**config.mk**
```make
export PLATFORM = sky130hd
export DESIGN_NAME = ifs_link
export DESIGN_NICKNAME = d
export VERILOG_FILES = /design/src/hw/ifs_pkg.sv /design/src/hw/ifs_link.sv
export SDC_FILE = /design/constraint.sdc
export NUM_CORES = 1
export LEC_CHECK = 0
export BUFFER_PORTS_ARGS = -buffer_cell sky130_fd_sc_hd__buf_4
export CORE_ASPECT_RATIO = 0.5
export CORE_MARGIN = 8
export CORE_UTILIZATION = 44
export DETAILED_ROUTE_END_ITERATION = 10
export PLACE_DENSITY_LB_ADDON = 0.2
export RECOVER_POWER = 100
export SLEW_MARGIN = 20
export SYNTH_ARGS = -nofsm -noshare
export SYNTH_HDL_FRONTEND = slang
export SYNTH_SLANG_ARGS = --single-unit
```
**constraint.sdc**
```tcl
create_clock -name CORE_CLK_I -period 2.35 [get_ports CORE_CLK_I]
set_input_delay 0.47 -clock CORE_CLK_I [delete_from_list [all_inputs] [get_ports CORE_CLK_I]]
set_output_delay 0.47 -clock CORE_CLK_I [all_outputs]
set_load 0.05 [all_outputs]
```
**src/hw/ifs_pkg.sv**
```systemverilog
// package: constants and types for the isolated fast serial link
package ifs_pkg;
    // mode command values
    localparam logic [3:0] IFS_MODE_RESET = 4'ha;
    localparam logic [3:0] IFS_MODE_RUN = 4'h0;
    // frame layout: start, eight data bits, channel bit
    localparam int IFS_DATA_BITS = 8;
    localparam logic [3:0] IFS_LAST_DATA = 4'h7;
    // reset values
    localparam logic IFS_LINE_IDLE = 1'b1;
    localparam logic IFS_CTS_RESET = 1'b0;
    localparam logic [7:0] IFS_BYTE_RESET = 8'h00;
    localparam logic [3:0] IFS_CNT_RESET = 4'h0;
    // link clock edge detector history after reset
    localparam logic [2:0] IFS_SYNC_RESET = 3'h0;

    typedef enum logic [1:0] {
        IFS_TX_IDLE = 2'b00,
        IFS_TX_START = 2'b01,
        IFS_TX_DATA = 2'b10,
        IFS_TX_CHAN = 2'b11
    } ifs_tx_state_t;

    typedef enum logic [1:0] {
        IFS_RX_IDLE = 2'b00,
        IFS_RX_DATA = 2'b01,
        IFS_RX_CHAN = 2'b10,
        IFS_RX_HOLD = 2'b11
    } ifs_rx_state_t;
endpackage : ifs_pkg

```
**src/hw/ifs_link.sv**
```systemverilog
// module: device end of the isolated fast serial link
// Function
// - link pins live on channel B only
// - mode value 10 holds transmit start, 0 releases; receive runs on
// - frame starts with low start bit
// - no transmit start during a reception
// - data byte sent LSB first
// - last bit names source channel
// - CTS falls on next rising clock edge
// - capture data bits 0..7 LSB first
// - destination_channel_bit bit routes byte, fallback other channel
// - link disabled when no channel uses mode
// - CTS stays low until byte accepted
`timescale 1ns/100ps
module ifs_link (
    // clock and reset
    input wire logic CORE_CLK_I,
    input wire logic NRST_I,
    // configuration
    input wire logic CHA_MODE_I,
    input wire logic CHB_MODE_I,
    input wire logic MODE_WR_I,
    input wire logic [3:0] MODE_VAL_I,
    // outgoing byte from the channels
    input wire logic TX_VALID_I,
    input wire logic [7:0] TX_DATA_I,
    input wire logic TX_CHAN_I,
    output logic TX_READY_O,
    // incoming byte to the channels
    output logic RX_VALID_O,
    output logic [7:0] RX_DATA_O,
    output logic RX_CHAN_O,
    input wire logic RX_READY_I,
    // link pins (channel B)
    input wire logic LINK_CLOCK_IN_I,
    input wire logic SERIAL_IN_LINE_I,
    output logic SERIAL_OUT_LINE_O,
    output logic LINK_CLEAR_TO_SEND_O,
    output logic LINK_PINS_ON_B_O,
    output logic LINK_HELD_O
);
    import ifs_pkg::*;

    // ************************************************
    // pin synchronisers and link clock edge
    // ************************************************
    logic [2:0] clk_sync;
    logic [1:0] din_sync;
    logic link_en;
    logic rise;
    logic fall;
    logic din;
    always_ff @(posedge CORE_CLK_I or negedge NRST_I) begin
        if (!NRST_I) begin
            clk_sync <= IFS_SYNC_RESET;
            din_sync <= {2{IFS_LINE_IDLE}};
        end else begin
            clk_sync <= {clk_sync[1:0], LINK_CLOCK_IN_I};
            din_sync <= {din_sync[0], SERIAL_IN_LINE_I};
        end
    end
    assign link_en = CHA_MODE_I | CHB_MODE_I;
    assign rise = clk_sync[1] & ~clk_sync[2];
    assign fall = ~clk_sync[1] & clk_sync[2];
    assign din = din_sync[1];

    // ************************************************
    // hold control
    // ************************************************
    logic held;
    logic next_held;
    always_comb begin
        next_held = held;
        if (MODE_WR_I && MODE_VAL_I == IFS_MODE_RESET) begin
            next_held = 1'b1;
        end else if (MODE_WR_I && MODE_VAL_I == IFS_MODE_RUN) begin
            next_held = 1'b0;
        end
    end

    always_ff @(posedge CORE_CLK_I or negedge NRST_I) begin
        if (!NRST_I) begin
            held <= 1'b0;
        end else begin
            held <= next_held;
        end
    end

    // ************************************************
    // receiver
    // ************************************************
    ifs_rx_state_t rx_state;
    ifs_rx_state_t next_rx_state;
    logic [7:0] rx_shift;
    logic [7:0] next_rx_shift;
    logic [3:0] rx_cnt;
    logic [3:0] next_rx_cnt;
    logic rx_chan;
    logic next_rx_chan;
    logic rx_valid;
    logic next_rx_valid;
    logic cts;
    logic next_cts;
    logic rx_busy;
    assign rx_busy = (rx_state == IFS_RX_DATA) || (rx_state == IFS_RX_CHAN);
    always_comb begin
        next_rx_state = rx_state;
        next_rx_shift = rx_shift;
        next_rx_cnt = rx_cnt;
        next_rx_chan = rx_chan;
        next_rx_valid = rx_valid;
        next_cts = cts;
        if (rx_valid && RX_READY_I) begin
            next_rx_valid = 1'b0;
        end
        if (!link_en) begin
            next_rx_state = IFS_RX_IDLE;
            next_cts = 1'b0;
        end else begin
            case (rx_state)
                IFS_RX_IDLE: begin
                    next_cts = ~rx_valid | RX_READY_I;
                    if (rise && cts && !din) begin
                        next_cts = 1'b0;
                        next_rx_cnt = IFS_CNT_RESET;
                        next_rx_state = IFS_RX_DATA;
                    end
                end
                IFS_RX_DATA: begin
                    if (rise) begin
                        next_rx_shift = {din, rx_shift[7:1]};
                        next_rx_cnt = rx_cnt + 4'h1;
                        if (rx_cnt == IFS_LAST_DATA) begin
                            next_rx_state = IFS_RX_CHAN;
                        end
                    end
                end
                IFS_RX_CHAN: begin
                    if (rise) begin
                        if (din) begin
                            next_rx_chan = CHB_MODE_I ? 1'b1 : 1'b0;
                        end else begin
                            next_rx_chan = CHA_MODE_I ? 1'b0 : 1'b1;
                        end
                        next_rx_valid = 1'b1;
                        next_rx_state = IFS_RX_HOLD;
                    end
                end
                IFS_RX_HOLD: begin
                    if (!rx_valid) begin
                        next_rx_state = IFS_RX_IDLE;
                    end
                end
                default: begin
                    next_rx_state = IFS_RX_IDLE;
                end
            endcase
        end
    end

    always_ff @(posedge CORE_CLK_I or negedge NRST_I) begin
        if (!NRST_I) begin
            rx_state <= IFS_RX_IDLE;
            rx_shift <= IFS_BYTE_RESET;
            rx_cnt <= IFS_CNT_RESET;
            rx_chan <= 1'b0;
            rx_valid <= 1'b0;
            cts <= IFS_CTS_RESET;
        end else begin
            rx_state <= next_rx_state;
            rx_shift <= next_rx_shift;
            rx_cnt <= next_rx_cnt;
            rx_chan <= next_rx_chan;
            rx_valid <= next_rx_valid;
            cts <= next_cts;
        end
    end

    // ************************************************
    // transmitter
    // ************************************************
    ifs_tx_state_t tx_state;
    ifs_tx_state_t next_tx_state;
    logic [7:0] tx_shift;
    logic [7:0] next_tx_shift;
    logic [3:0] tx_cnt;
    logic [3:0] next_tx_cnt;
    logic tx_chan;
    logic next_tx_chan;
    logic sout;
    logic next_sout;
    logic tx_ready;
    logic next_tx_ready;
    always_comb begin
        next_tx_state = tx_state;
        next_tx_shift = tx_shift;
        next_tx_cnt = tx_cnt;
        next_tx_chan = tx_chan;
        next_sout = sout;
        next_tx_ready = 1'b0;
        if (!link_en) begin
            next_tx_state = IFS_TX_IDLE;
            next_sout = IFS_LINE_IDLE;
        end else begin
            case (tx_state)
                IFS_TX_IDLE: begin
                    next_sout = IFS_LINE_IDLE;
                    if (TX_VALID_I && !tx_ready && !held && !rx_busy
                        && !(rise && cts && !din)) begin
                        next_tx_ready = 1'b1;
                        next_tx_shift = TX_DATA_I;
                        next_tx_chan = TX_CHAN_I;
                        next_tx_cnt = IFS_CNT_RESET;
                        next_sout = 1'b0;
                        next_tx_state = IFS_TX_START;
                    end
                end
                IFS_TX_START: begin
                    // a fall before the start is sampled must not shift
                    if (rise) begin
                        next_tx_cnt = 4'h1;
                    end else if (fall && tx_cnt != IFS_CNT_RESET) begin
                        next_sout = tx_shift[0];
                        next_tx_shift = {1'b0, tx_shift[7:1]};
                        next_tx_cnt = IFS_CNT_RESET;
                        next_tx_state = IFS_TX_DATA;
                    end
                end
                IFS_TX_DATA: begin
                    if (fall) begin
                        next_tx_cnt = tx_cnt + 4'h1;
                        if (tx_cnt == IFS_LAST_DATA) begin
                            next_sout = tx_chan;
                            next_tx_state = IFS_TX_CHAN;
                        end else begin
                            next_sout = tx_shift[0];
                            next_tx_shift = {1'b0, tx_shift[7:1]};
                        end
                    end
                end
                IFS_TX_CHAN: begin
                    if (fall) begin
                        next_sout = IFS_LINE_IDLE;
                        next_tx_state = IFS_TX_IDLE;
                    end
                end
                default: begin
                    next_tx_state = IFS_TX_IDLE;
                end
            endcase
        end
    end

    always_ff @(posedge CORE_CLK_I or negedge NRST_I) begin
        if (!NRST_I) begin
            tx_state <= IFS_TX_IDLE;
            tx_shift <= IFS_BYTE_RESET;
            tx_cnt <= IFS_CNT_RESET;
            tx_chan <= 1'b0;
            sout <= IFS_LINE_IDLE;
            tx_ready <= 1'b0;
        end else begin
            tx_state <= next_tx_state;
            tx_shift <= next_tx_shift;
            tx_cnt <= next_tx_cnt;
            tx_chan <= next_tx_chan;
            sout <= next_sout;
            tx_ready <= next_tx_ready;
        end
    end

    // ************************************************
    // status flops and outputs
    // ************************************************
    logic pins_b;
    logic hold_out;
    always_ff @(posedge CORE_CLK_I or negedge NRST_I) begin
        if (!NRST_I) begin
            pins_b <= 1'b0;
            hold_out <= 1'b0;
        end else begin
            pins_b <= link_en;
            hold_out <= held;
        end
    end

    assign TX_READY_O = tx_ready;
    assign RX_VALID_O = rx_valid;
    assign RX_DATA_O = rx_shift;
    assign RX_CHAN_O = rx_chan;
    assign SERIAL_OUT_LINE_O = sout;
    assign LINK_CLEAR_TO_SEND_O = cts;
    assign LINK_PINS_ON_B_O = pins_b;
    assign LINK_HELD_O = hold_out;

    // ************************************************
    // assertions
    // ************************************************
    a_start_low: assert property (@(posedge CORE_CLK_I) disable iff (!NRST_I)
        (tx_state == IFS_TX_IDLE && next_tx_state == IFS_TX_START)
        |=> !SERIAL_OUT_LINE_O)
        else $error("start bit not low");
    a_no_tx_rx: assert property (@(posedge CORE_CLK_I) disable iff (!NRST_I)
        $rose(TX_READY_O) |-> !$past(rx_busy))
        else $error("transmit began during reception");
    a_held_quiet: assert property (@(posedge CORE_CLK_I) disable iff (!NRST_I)
        held |=> !TX_READY_O)
        else $error("byte taken while held");
    a_cts_drop: assert property (@(posedge CORE_CLK_I) disable iff (!NRST_I)
        (rx_state == IFS_RX_IDLE && link_en && rise && cts && !din)
        |=> !LINK_CLEAR_TO_SEND_O)
        else $error("cts did not drop");
    a_cts_held: assert property (@(posedge CORE_CLK_I) disable iff (!NRST_I)
        RX_VALID_O |-> !LINK_CLEAR_TO_SEND_O)
        else $error("cts high with byte pending");
    a_idle_high: assert property (@(posedge CORE_CLK_I) disable iff (!NRST_I)
        (tx_state == IFS_TX_IDLE && $past(tx_state) == IFS_TX_IDLE)
        |-> SERIAL_OUT_LINE_O)
        else $error("line low between frames");
    a_chan_bit: assert property (@(posedge CORE_CLK_I) disable iff (!NRST_I)
        (tx_state == IFS_TX_CHAN) |-> SERIAL_OUT_LINE_O == tx_chan)
        else $error("source channel bit wrong");
    a_route_fb: assert property (@(posedge CORE_CLK_I) disable iff (!NRST_I)
        $rose(RX_VALID_O) && CHA_MODE_I && !CHB_MODE_I
        |-> !RX_CHAN_O)
        else $error("byte routed to idle channel");
    a_disabled: assert property (@(posedge CORE_CLK_I) disable iff (!NRST_I)
        !link_en |=> !LINK_CLEAR_TO_SEND_O && !LINK_PINS_ON_B_O)
        else $error("link active while disabled");
    a_lsb_first: assert property (@(posedge CORE_CLK_I) disable iff (!NRST_I)
        (tx_state == IFS_TX_START && fall && tx_cnt != IFS_CNT_RESET)
        |=> SERIAL_OUT_LINE_O == $past(tx_shift[0]))
        else $error("first data bit not lsb");
endmodule : ifs_link

```
=== Word level (Yosys, flattened, before mapping) ===
Index checks and enable logic that the tools add are counted.

* Output and inout bits: 15
* Memories: 0
* Memory bits (read-only): 0
* Logic and storage cells: 139
* Flip-flop bits (word level): 42
* Input port bits: 22
* RAM bits: 0
* Latch bits: 0

* $mul: 0
* Add/sub/neg operators: 2
* Div/mod/pow operators: 0
* Order comparisons: 0
* Muxes and demuxes: 52
* Bitwise gates (word level): 7
* Shift-type cells: 0
* Equality and inequality tests: 29
* Reduce and logical (&&, ||, !) cells: 32

{| class="wikitable"
|+ Operator list
! cell !! count
|-
| 8-bit 2-to-1 mux || 5
|-
| 3-bit inequality test (second input constant) || 11
|-
| 2-bit 2-to-1 mux || 13
|-
| 4-bit 2-to-1 mux || 6
|-
| 8-bit one-hot mux with 3 select lines || 1
|-
| 1-bit 2-to-1 mux || 22
|-
| 2-bit one-hot mux with 4 select lines || 2
|-
| 2-bit inequality test (second input constant) || 7
|-
| 4-bit one-hot mux with 3 select lines || 1
|-
| 1-bit logical AND || 10
|-
| 5-bit AND reduction || 2
|-
| 3-bit AND reduction || 3
|-
| 4-bit by 1-bit adder with 4-bit output (second input constant) || 2
|-
| 2-bit == test (second input constant) || 4
|-
| 4-bit by 3-bit == test with 1-bit output (second input constant) || 2
|-
| 4-bit one-hot mux with 2 select lines || 1
|-
| 4-bit AND reduction || 2
|-
| 7-bit AND reduction || 1
|-
| 6-bit AND reduction || 1
|-
| 1-bit logical NOT || 5
|-
| 2-bit by 1-bit == test with 1-bit output (second input constant) || 2
|-
| 4-bit == test (second input constant) || 1
|-
| 2-bit logical NOT || 2
|-
| 4-bit logical NOT || 1
|-
| 10 further kinds || 15
|}

=== Depth between registers and ports, before layout ===
* Depth in word-level cells: 9
* Mapped depth: 9
* Gate-level depth less buffers: 7

=== Least setup slack after synthesis ===
OpenSTA, ideal clock, no wires.

* Path kind: register to register
* From: reg cts (netlist: LINK_CLEAR_TO_SEND_O)
* To: reg tx_cnt[3]
* Path slack: 0.360 ns
* Library setup time: 0.069 ns
* Clock period less this slack: 1.990 ns
* Data arrival time: 1.921 ns
* Path buffers: 0
* Stages on the path, launching flop included: 6
* Data required time: 2.281 ns
* Cell sequence: dfrtp_1 and4bb_4 o41ai_4 o211ai_4 or4_1 nand3_1

* Cells in the longest elaborated chain, start to end: 6

{| class="wikitable"
|+ RTL lines
! item !! RTL line !! text
|-
| start, declared || ifs_link.sv:102 || <nowiki>logic cts;</nowiki>
|-
| start signal, assigned || ifs_link.sv:175 || <nowiki>cts <= next_cts;</nowiki>
|-
| 1-bit logical AND (2 in series) || ifs_link.sv:209 || <nowiki>&& !(rise && cts && !din)) begin</nowiki>
|-
| 1-bit logical NOT || ifs_link.sv:209 ||
|-
| 1-bit logical AND || ifs_link.sv:209 ||
|-
| 2-bit inequality test (no source line) || -- ||
|-
| 5-bit AND reduction (no source line) || -- ||
|-
| end signal, assigned || ifs_link.sv:265 || <nowiki>tx_cnt <= next_tx_cnt;</nowiki>
|-
| end, declared || ifs_link.sv:186 || <nowiki>logic [3:0] tx_cnt;</nowiki>
|}

Every way passes these cells.
A chain may end at the register's enable or synchronous reset.

=== Final worst setup path ===
* From: reg rx_state[0]
* To: reg tx_cnt[3]

* Cells in the longest elaborated chain, start to end: 7
* Elaborated cells between the ends (all ways): 8
* Those cells by class: eq/ne: 3; reduce/logical: 5

{| class="wikitable"
|+ RTL lines
! item !! RTL line !! text
|-
| start, declared || ifs_link.sv:92 || <nowiki>ifs_rx_state_t rx_state;</nowiki>
|-
| start signal, assigned || ifs_link.sv:170 || <nowiki>rx_state <= next_rx_state;</nowiki>
|-
| 2-bit by 1-bit == test with 1-bit output / 2-bit == test (equally long branches) || ifs_link.sv:105 || <nowiki>assign rx_busy = (rx_state == IFS_RX_DATA) || (rx_state == IFS_RX_CHAN);</nowiki>
|-
| 1-bit logical OR * || ifs_link.sv:105 ||
|-
| 1-bit logical NOT * || ifs_link.sv:208 || <nowiki>if (TX_VALID_I && !tx_ready && !held && !rx_busy</nowiki>
|-
| 1-bit logical AND * || ifs_link.sv:208 ||
|-
| 1-bit logical AND * || ifs_link.sv:209 ||
|-
| 2-bit inequality test (no source line) * || -- ||
|-
| 5-bit AND reduction (no source line) * || -- ||
|}

Every way passes the cells marked *; elsewhere a longest branch is shown, timed or not.

==> metrics.md <==
| Metric | Value |
|---|---|
| CP cell instances | `inv_1, ha_1, o41ai_4, o211ai_4, or4_1, nand3_1` |
| Routed wire per std cell | `15.0 µm` |
| Outcome | `completed` |
| Buffers on Ports | `36` |
| WS Path Type | `register to register` |
| Synth unique cells | `45` |
| Gr ovfl total | `0` |
| CP endpoint kind | `register` |
| Util after Layout | `54.8%` |
| Placed cell count | `280` |
| Htree depth | `2` |
| Min-Delay Path Class | `input port to register` |
| TritonCTS Buffers | `5` |
| Syn nets | `222` |
| Sequential fraction of the synthesis area | `51.0%` |
| #FFs+latches synth | `42` |
| Share of cells above drive strength 1 | `20.3%` |
| Post-Syn Area | `2070 µm²` |
| Area Overhead vs Synth | `18.3%` |
| Data arrival time of the worst path | `2.39 ns` |
| Fill cell count | `419` |
| Setup Slack @ Placement | `0.219 ns` |
| Tcrit/Tclk final | `91.7%` |
| Number of global-route vias before repair | `1,609` |
| Die Wd | `113 µm` |
| Fin worst setup slack | `0.196 ns` |
| GPL Wtd Cong | `0.778` |
| Fin. Hold Viols | `0` |
| Root Driver | `clkbuf_8` |
| Synth top cells by count | `dfrtp_1, nand2_1, ha_1, o21ai_0` |
| Setup TNS | `0 ns` |
| Buf+Inv Stages, Crit Path | `1` |
| Syn. warnings | `0` |
| Post-route DRC violation count | `0` |
| First element of the critical path | `rx_state[0]` |
| RSZ-0062 raised after global routing | `no` |
| Non-Filler Instances | `288` |
| PwrDens | `1260 nW/µm²` |
| Maximum VDD drop | `0.000402 V` |
| Post-layout minimum cycle time | `2.15 ns` |
| Least-Margin Pin Slew | `1.04 ns` |
| HP Start | `SERIAL_IN_LINE_I` |
| HPWL Detailed | `3.20 mm` |
| CP Data Required Time | `2.58 ns` |
| Clock Path Buffers | `2` |
| Max Freq | `464 MHz` |
| DRT Pass-1 Iters | `4` |
| WHS Path Cells | `1` |
| Slowest-stage cell, CP | `or4_1` |
| CTS resizes | `0` |
| Avg Inst Size Synth | `11.0 µm²` |
| Starting Density | `46.3%` |
| Share of the synthesized area in the top cell type | `47.2%` |
| Reg2Reg Depth | `6` |
| Top cells by area, synth | `dfrtp_1, ha_1, nand2_1, mux2_2, mux2i_1` |
| GRT Util Overall | `12.5%` |
| Worst-skew pair later-pin latency | `0.30 ns` |
| # setup viols final | `0` |
| Via/cell ratio | `5.32` |
| Via count | `1,533` |
| Cell with the most instances after synthesis | `dfrtp_1` |
| RR Startpoint | `rx_state[0]` |
| DRT Wirelength | `4.31 mm` |
| Final count of pins violating max slew | `0` |
| Cell Rows | `17` |
| Cell family with most CP delay | `compound AO/OA/AOI/OAI gates` |
| Setup Buffers After CTS | `0` |
| Largest area contributor in the netlist | `dfrtp_1` |
| Post-synth EDFFs | `0` |
| Final nets | `264` |
| Worst Setup Start Kind | `register` |
| Lkg Pwr | `0.00112 µW` |
| Critical Path Fanout Max | `8` |
| Core Footprint | `4470 µm²` |
| Async S/R FF share, synth | `100%` |
| Top_reg_cell synth | `dfrtp_1` |
| Die area | `7280 µm²` |
| Antenna cell count | `0` |
| Clk_skew | `0.00431 ns` |
| Final ANT Viol Nets | `0` |
| Hold-fix buffers, CTS | `0` |
| Sinks on Clock Net | `42` |
| Antenna violations before repair | `0` |
| Stages on the worst setup path | `6` |
| Max-cap viol count | `0` |
| Iter 0 DRT Violations | `52` |
| First-pass GRT wire length | `7.36 mm` |
| Slew HR | `30.8%` |
| Post-Syn Instances | `188` |
| CTS tree | `built` |
| Die Y | `64.5 µm` |
| Largest net degree at the start of global routing | `43` |
| Max stage delay on crit path | `0.49 ns` |
| I/O pins | `37` |
| Clock transition at path regs | `0.08 ns` |
cell usage in the layout, fill, tap and decap left out, drive strengths merged, types with 4 or more instances in the layout:
cell / n
dfrtp: 39
clkbuf: 27
nand2: 26
buf: 17
o21ai: 13
ha: 12
inv: 10
nand3: 10
mux2: 8
mux2i: 8
nand2b: 6
nor2: 5
a21oi: 4
o31ai: 4
power by group:
part	switching (µW)	internal [µW]
combinational	920	482
clock	256	313
sequential	155	950
total	1330	1740
cell families (layout without fill, tap and decap cells):
logic type | Yosys count | count (layout) | share of synthesized area [%]
AND/OR/NAND/NOR | 67 | 67 | 17.2
flip-flops | 42 | 42 | 51.0
AO/OA/AOI/OAI | 36 | 36 | 13.4
multiplexers | 16 | 16 | 8.23
buffers and inverters | 15 | 58 | 2.84
adder cells (fa/ha/maj) | 12 | 12 | 7.26
final timing paths:
kind	end	slack, ns
max	tx_cnt[3]	0.20
min reg2reg	clk_sync[1]	0.36
max in group asynchronous	tx_cnt[3]	1.37
max reg2reg	tx_cnt[3]	0.20
min	din_sync[0]	0.27
min in group asynchronous	tx_cnt[2]	0.34
registers in the layout, indices dropped and copies added, names as in the netlist:
register and cells:
RX_DATA_O 8, tx_shift 8, rx_cnt 4, tx_cnt 4
clk_sync 3, din_sync 2, rx_state 2, tx_state 2
LINK_CLEAR_TO_SEND_O 1, LINK_HELD_O 1, LINK_PINS_ON_B_O 1, RX_CHAN_O 1
RX_VALID_O 1, SERIAL_OUT_LINE_O 1, TX_READY_O 1, held 1
tx_chan 1
cell type report:
cell class                 count  area, µm²  share of cell area (%)
clock inverter                 3       40.0                    1.64
clock buffer                   5       68.8                    2.81
multi-input combinational    131        946                    38.7
inverter                      11       41.3                    1.69
tap                           57       71.3                    2.92
timing repair buffer          39        224                    9.16
sequential                    42       1050                    43.1
per-stage QoR:
step	hold slack [ns]	area, µm²	total power [µW]
after floorplan	0.174	2070	2210
final	0.274	2450	3080
after CTS	0.169	2520	3200
after global routing	0.260	2450	3300
after global placement	0.335	2410	2560
after detailed placement	0.343	2410	2620
metal layers:
layer	part of all wire [%]	up-vias	GRT usage, %	routed length, µm
met5	0	-	0	0
met4	1.5	0	5.26	65
met3	4.0	8	3.60	172
met2	46	31	20.9	1990
met1	48	741	14.9	2080
li1	-	753	-	-
(Power assumes the default switching activity.)
